**src/shared/smcb_pkg.sv**
```systemverilog
// Constants for the MAC-PHY configuration bit group.
// Assumes a single 125 MHz system clock and an active-low async reset.
package smcb_pkg;
  localparam int CFG_W = 16;
  localparam int POS_THRESH = 10;
  localparam int POS_TX_CT = 9;
  localparam int POS_RX_CT = 8;
  localparam int POS_TS_EN = 7;
  localparam int POS_TS_SIZE = 6;
  localparam int POS_PROT = 5;
  localparam int POS_SEQ_EN = 4;
  localparam logic [CFG_W-1:0] WR_MASK = 16'h0FD0;
  localparam logic [CFG_W-1:0] CFG_RESET = 16'h0000;
  localparam int CREDIT_W = 6;
  localparam logic [CREDIT_W-1:0] THR_1 = 6'h01;
  localparam logic [CREDIT_W-1:0] THR_4 = 6'h04;
  localparam logic [CREDIT_W-1:0] THR_8 = 6'h08;
  localparam logic [CREDIT_W-1:0] THR_16 = 6'h10;
  localparam logic [1:0] TH_ENC_1 = 2'h0;
  localparam logic [1:0] TH_ENC_4 = 2'h1;
  localparam logic [1:0] TH_ENC_8 = 2'h2;
  localparam logic [1:0] TH_ENC_16 = 2'h3;
  typedef enum logic [2:0] {
    SMCB_CAP_WAIT = 3'b001,
    SMCB_CAP_TAKE = 3'b010,
    SMCB_CAP_DONE = 3'b100
  } smcb_cap_t;
endpackage

```
**src/design/smcb_seq_mon.sv**
```systemverilog
// Transmit chunk sequence monitor.
// Assumes chunk headers arrive as one-cycle strobes on clk.
`timescale 1ns/1ps
`default_nettype none
module smcb_seq_mon (
  // Clock and reset
  input wire logic clk,
  input wire logic reset_n,
  // Control
  input wire logic seqEn,
  // Chunk header
  input wire logic chunkHdrValid,
  input wire logic chunkSeqBit,
  // Result
  output logic chunkRewrite
);
  logic lastSeq_ff;
  logic seen_ff;
  logic rewrite_ff;

  // Remember the last sequence bit while monitoring
  always_ff @(posedge clk or negedge reset_n) begin
    if (!reset_n) begin
      lastSeq_ff <= 1'b0;
      seen_ff <= 1'b0;
    end else if (!seqEn) begin
      seen_ff <= 1'b0; // RULE_13
    end else if (chunkHdrValid) begin
      lastSeq_ff <= chunkSeqBit;
      seen_ff <= 1'b1;
    end
  end

  // Unchanged sequence bit marks a chunk rewrite
  always_ff @(posedge clk or negedge reset_n) begin
    if (!reset_n) begin
      rewrite_ff <= 1'b0;
    end else begin
      rewrite_ff <= seqEn && chunkHdrValid && seen_ff &&
                    (chunkSeqBit == lastSeq_ff); // RULE_14
    end
  end

  assign chunkRewrite = rewrite_ff;
endmodule // smcb_seq_mon
`default_nettype wire

```
**src/design/smcb_config_bits.sv**
```systemverilog
// Configuration bit group: threshold, cut-through, timestamp, protection.
// Assumes a host write port on clk and a protection strap pin.
`timescale 1ns/1ps
`default_nettype none
// Summary of operation
// [RULE_01] Interrupt when credits reach 1, 4, 8
// [RULE_02] Encoding 11 needs sixteen free credits
// [RULE_03] Bit 9 sets transmit cut-through
// [RULE_04] Host feeds cut-through data above 10 Mbps
// [RULE_05] Bit 8 sets receive cut-through
// [RULE_06] Host enables receive cut-through before forwarding
// [RULE_07] Host keeps receive cut-through off in generic
// [RULE_08] Bit 7 gates frame timestamping
// [RULE_09] Bit 6 picks 32 or 64 bit stamps
// [RULE_10] OA protection sends complement with control
// [RULE_11] Generic protection uses CRC8 both directions
// [RULE_12] Protection bit read-only, strapped at power-up
// [RULE_13] Sequence bit ignored when retry disabled
// [RULE_14] Unchanged sequence bit allows chunk rewrite
// [RULE_15] Writable fields reset to zero, read back
module smcb_config_bits (
  // Clock and reset
  input wire logic clk,
  input wire logic reset_n,
  // Host configuration write and read-back
  input wire logic cfgWrite,
  input wire logic [smcb_pkg::CFG_W-1:0] cfgWrData,
  output logic [smcb_pkg::CFG_W-1:0] cfgRdData,
  // Protocol and strap
  input wire logic oaSpiMode,
  input wire logic protStrapPin,
  // Credits and interrupt
  input wire logic [smcb_pkg::CREDIT_W-1:0] tx_free_credits,
  output logic creditIrq,
  // Transmit chunk header
  input wire logic chunkHdrValid,
  input wire logic chunk_sequence_bit,
  output logic chunkRewrite,
  // Mode outputs
  output logic tx_cut_through_en,
  output logic rx_cut_through_en,
  output logic frame_timestamp_en,
  output logic timestamp_size_sel,
  output logic ctrl_protection_en,
  output logic protComplementMode,
  output logic protCrc8Mode,
  output logic chunk_seq_retry_en
);
  import smcb_pkg::*;

  logic [CFG_W-1:0] cfg_ff;
  logic strapS1_ff;
  logic strapS2_ff;
  logic prot_ff;
  smcb_cap_t capState_ff;
  logic irq_ff;
  logic cplMode_ff;
  logic crcMode_ff;
  logic [CFG_W-1:0] rd_ff;
  logic tsSel_ff;

  function automatic logic [CREDIT_W-1:0] thresh(input logic [1:0] enc);
    case (enc)
      TH_ENC_1: thresh = THR_1;
      TH_ENC_4: thresh = THR_4;
      TH_ENC_8: thresh = THR_8;
      default: thresh = THR_16;
    endcase
  endfunction

  // Writable fields
  always_ff @(posedge clk or negedge reset_n) begin
    if (!reset_n) begin
      cfg_ff <= CFG_RESET; // RULE_15
    end else if (cfgWrite) begin
      cfg_ff <= cfgWrData & WR_MASK; // RULE_15
    end
  end

  // Strap synchroniser, free-running so the pin settles during reset
  always_ff @(posedge clk) begin
    strapS1_ff <= protStrapPin;
    strapS2_ff <= strapS1_ff;
  end

  // Strap capture once after reset release
  always_ff @(posedge clk or negedge reset_n) begin
    if (!reset_n) begin
      capState_ff <= SMCB_CAP_WAIT;
      prot_ff <= 1'b0;
    end else begin
      case (capState_ff)
        SMCB_CAP_WAIT: capState_ff <= SMCB_CAP_TAKE;
        SMCB_CAP_TAKE: begin
          prot_ff <= strapS2_ff; // RULE_12
          capState_ff <= SMCB_CAP_DONE;
        end
        SMCB_CAP_DONE: capState_ff <= SMCB_CAP_DONE;
        default: capState_ff <= SMCB_CAP_WAIT;
      endcase
    end
  end

  // Stamp size gated by stamp enable at write time
  always_ff @(posedge clk or negedge reset_n) begin
    if (!reset_n) begin
      tsSel_ff <= 1'b0;
    end else if (cfgWrite) begin
      tsSel_ff <= cfgWrData[POS_TS_EN] && cfgWrData[POS_TS_SIZE]; // RULE_09
    end
  end

  // Credit threshold interrupt
  always_ff @(posedge clk or negedge reset_n) begin
    if (!reset_n) begin
      irq_ff <= 1'b0;
    end else begin
      irq_ff <= tx_free_credits >=
                thresh(cfg_ff[POS_THRESH+1:POS_THRESH]); // RULE_01 RULE_02
    end
  end

  // Protection scheme per protocol
  always_ff @(posedge clk or negedge reset_n) begin
    if (!reset_n) begin
      cplMode_ff <= 1'b0;
      crcMode_ff <= 1'b0;
    end else begin
      cplMode_ff <= prot_ff && oaSpiMode; // RULE_10
      crcMode_ff <= prot_ff && !oaSpiMode; // RULE_11
    end
  end

  // Read-back with strapped protection bit
  always_ff @(posedge clk or negedge reset_n) begin
    if (!reset_n) begin
      rd_ff <= CFG_RESET;
    end else begin
      rd_ff <= cfg_ff | ({{(CFG_W-1){1'b0}}, prot_ff} << POS_PROT);
    end
  end

  smcb_seq_mon u_seq (
    .clk(clk),
    .reset_n(reset_n),
    .seqEn(cfg_ff[POS_SEQ_EN] && oaSpiMode), // RULE_13
    .chunkHdrValid(chunkHdrValid),
    .chunkSeqBit(chunk_sequence_bit),
    .chunkRewrite(chunkRewrite)
  );

  assign cfgRdData = rd_ff;
  assign creditIrq = irq_ff;
  assign tx_cut_through_en = cfg_ff[POS_TX_CT]; // RULE_03
  assign rx_cut_through_en = cfg_ff[POS_RX_CT]; // RULE_05
  assign frame_timestamp_en = cfg_ff[POS_TS_EN]; // RULE_08
  assign timestamp_size_sel = tsSel_ff; // RULE_09
  assign ctrl_protection_en = prot_ff;
  assign protComplementMode = cplMode_ff;
  assign protCrc8Mode = crcMode_ff;
  assign chunk_seq_retry_en = cfg_ff[POS_SEQ_EN];
endmodule // smcb_config_bits
`default_nettype wire

```
**config.mk**
```make
export PLATFORM = sky130hd
export DESIGN_NAME = smcb_config_bits
export DESIGN_NICKNAME = d
export VERILOG_FILES = /design/src/shared/smcb_pkg.sv /design/src/design/smcb_seq_mon.sv /design/src/design/smcb_config_bits.sv
export SDC_FILE = /design/constraint.sdc
export NUM_CORES = 1
export LEC_CHECK = 0
export BUFFER_PORTS_ARGS = -buffer_cell sky130_fd_sc_hd__buf_2
export CAP_MARGIN = 15
export CORE_UTILIZATION = 31
export CTS_BUF_LIST = sky130_fd_sc_hd__clkbuf_16
export DETAILED_ROUTE_END_ITERATION = 16
export PLACE_DENSITY = 0.68
export SYNTH_ARGS = -nofsm -noshare
export SYNTH_HDL_FRONTEND = slang
export SYNTH_HIERARCHICAL = 1
export SYNTH_SLANG_ARGS = --single-unit
export TNS_END_PERCENT = 5
```
**constraint.sdc**
```tcl
create_clock -name clk -period 1.38 [get_ports clk]
set_input_delay 0.069 -clock clk [delete_from_list [all_inputs] [get_ports clk]]
set_output_delay 0.069 -clock clk [all_outputs]
set_load 0.01 [all_outputs]
```
==> results.json <==
{
  "outcome": "complete, but fails checks",
  "failed_checks": "setup timing",
  "post_dp_cell_area_sq_um": 1294,
  "largest_reg_flops": 8,
  "cts_htree_levels": 1,
  "drtPass1Iterations": 2,
  "hold_slack_ps": 7.133,
  "p_per_area_nw_per_um2": 1263,
  "nets": 154,
  "multiInputGateArea_sq_um": 341.6,
  "routed_wl_mm": 1.788,
  "path_cells": "nand2b_4 -> ha_2 -> nor4b_2 -> o21bai_1 -> a211o_1",
  "layout_commonest_cell": "buf_2",
  "fillers": 317,
  "tightestPinTransition_ps": 547.6,
  "grtUsageTotal_pct": 10.43,
  "yosysWarnings": 6,
  "worstPathMaxFanout": 4,
  "stdcell_area_sq_um": 1414,
  "fmax_ghz": 0.6882,
  "crit_path_end_kind": "flop",
  "period_needed_ps": 1453,
  "dieArea_sq_um": 3681,
  "cts_tree": "done",
  "insertion_delay_ps": 250,
  "ant_nets": 0,
  "register_area_sq_um": 693.2,
  "crit_type": "reg2reg",
  "post-place-ws_ps": -106.5,
  "globalRoute.totalOverflow": 0,
  "relSlewSlack_pct": 63.49,
  "synth_seq_cells": 28,
  "synthCells": 75,
  "die-width_um": 60.68,
  "gp_congestion": 0.6344,
  "cp_top_family": "flip-flops",
  "synth_cell_types": 24,
  "vias": 683,
  "grt_pass1_wl_mm": 2.801,
  "row_count": 20,
  "final_hold_viol_count": 0,
  "rsz0062_at_grt": "yes",
  "clock_skew_ps": 1.882,
  "grt_max_degree": 27,
  "syn2layout_area_growth_pct": 32.47,
  "drc": 0,
  "drive_gt1_share_pct": 48.33,
  "clk_pin_slew_ps": 60,
  "io_buffer_count": 37,
  "numCtsBuffers": 3,
  "fin_util_pct": 44.84,
  "syn_area_sq_um": 1067,
  "setup_viol": 1,
  "die_h_um": 60.68,
  "seq_area_frac_synth_pct": 64.83,
  "startpoint_type": "flop",
  "antenna_found_initial": 0,
  "layout_common_cells": "37 x buf_2, 24 x dfrtp_1, 8 x mux2_2, 8 x conb_1",
  "drtIter0Drc": 18,
  "hp-class": "in2reg",
  "start_util_pct": 33.85,
  "syn_area_per_cell_sq_um": 14.23,
  "via_per_inst": 4.165,
  "fin_tns_setup_ps": -73.16,
  "crit_arrival_ps": 1590,
  "antenna_cells_inserted": 0,
  "dp_hpwl_mm": 1.379,
  "path_buf_inv": 0,
  "slowest_stage": "dfrtp_1",
  "drv_slew": 0,
  "clock-root-buffer": "clkbuf_16",
  "ios": 55,
  "placeableCoreArea_sq_um": 3153,
  "cpPeakStageDelay_ps": 420,
  "grt_pass1_vias": 672,
  "cp.required_ps": 1520,
  "min_period_over_period_pct": 105.3,
  "max_cap_violations": 0,
  "ir_worst_vdd_uv": 445.5,
  "post_drt_wl_per_cell_um": 10.90,
  "p_leak_uw": 0.0006916,
  "final.setup.worst_slack_ps": -73.16,
  "cts.sinks": 28,
  "cts_max_path_buffers": 2
}
## kinds of logic (layout without fill, tap and decap cells)
| group | count (synthesis) | count (layout) | share of synthesized area (%) |
|---|---|---|---|
| fa+ha+maj | 4 | 4 | 4.690 |
| flops | 28 | 28 | 64.83 |
| mux | 9 | 9 | 9.848 |
| compound gates | 5 | 5 | 3.166 |
| simple gates | 15 | 15 | 8.674 |
| xor+xnor | 2 | 2 | 1.642 |
| other cells | 1 | 8 | 0.3514 |
| buf+inv | 11 | 49 | 6.800 |
## power breakdown
group	internal, uW	leakage (uW)	total [uW]	switching [uW]
sequential	885	0.000324	920	35.2
clock	387	0.0000385	628	241
combinational	125	0.000329	238	113
total	1400	0.000692	1790	389
## per-layer routing
layer / GRT usage [%] / vias up / routed length (um)
li1: - / 322 / -
met1: 11.89 / 329 / 722
met2: 19.15 / 30 / 927
met3: 2.132 / 2 / 129
met4: 3.896 / 0 / 10
met5: 0 / - / 0
## cell type report
class | count | share of cell area (%)
Tap cell | 44 | 3.894
Sequential cell | 28 | 49.03
Timing Repair Buffer | 43 | 16.81
Clock inverter | 1 | 0.2655
Multi-Input combinational cell | 43 | 24.16
Clock buffer | 3 | 5.310
Inverter | 2 | 0.5310
## synth_stat cells
cell | instances | share of area (%)
mux2_2 | 8 | 8.4
nor2b_1 | 1 | 0.59
nand2b_1 | 2 | 1.2
xor2_1 | 1 | 0.82
buf_4 | 8 | 5.6
a211o_1 | 1 | 0.82
dfrtp_1 | 25 | 59
ha_1 | 4 | 4.7
and2_1 | 2 | 1.2
nand3_1 | 1 | 0.47
xnor2_1 | 1 | 0.82
buf_2 | 1 | 0.47
conb_1 | 1 | 0.35
o21bai_1 | 1 | 0.70
inv_1 | 2 | 0.70
nand2_1 | 2 | 0.70
dfxtp_1 | 2 | 3.8
dfstp_2 | 1 | 2.5
o21ai_0 | 2 | 0.94
nor3b_1 | 3 | 2.1
o21a_1 | 1 | 0.70
mux2_4 | 1 | 1.4
nor2_1 | 3 | 1.1
nor4b_2 | 1 | 1.4
## path summary, 6_finish.rpt
| check | start | end | slack (ps) | cells after the start |
|---|---|---|---|---|
| setup / recovery | cfg_ff[11] | creditIrq | -70 | 5 |
| hold / removal | tx_free_credits[5] | creditIrq | 7 | 2 |
| setup reg to reg | cfg_ff[11] | creditIrq | -70 | 5 |
| hold reg to reg | strapS1_ff | strapS2_ff | 330 | 0 |
| max in group asynchronous | reset_n | cfg_ff[10] | 650 | 2 |
| min in group asynchronous | reset_n | ctrl_protection_en | 330 | 2 |
## stage by stage
| stage | power [uW] | std cells |
|---|---|---|
| 6_report | 1786 | 164 |
| 4_1_cts | 1811 | 163 |
| 3_5_place_dp | 1165 | 156 |
| 3_3_place_gp | 1152 | 156 |
| 2_1_floorplan | 1065 | 82 |
| 5_1_grt | 1883 | 164 |
## what timing repair did
action / 4_1_cts / 5_1_grt
resized for setup: 0 / 2
endpoints found under the hold margin: 27 / 0
pin swaps: 1 / 0
gates cloned: 0 / 0
buffers inserted: 0 / 1
endpoints found under the setup margin: 1 / 1
hold buffers: 3 / 0
No activity file was read; power rests on OpenSTA's default activity.
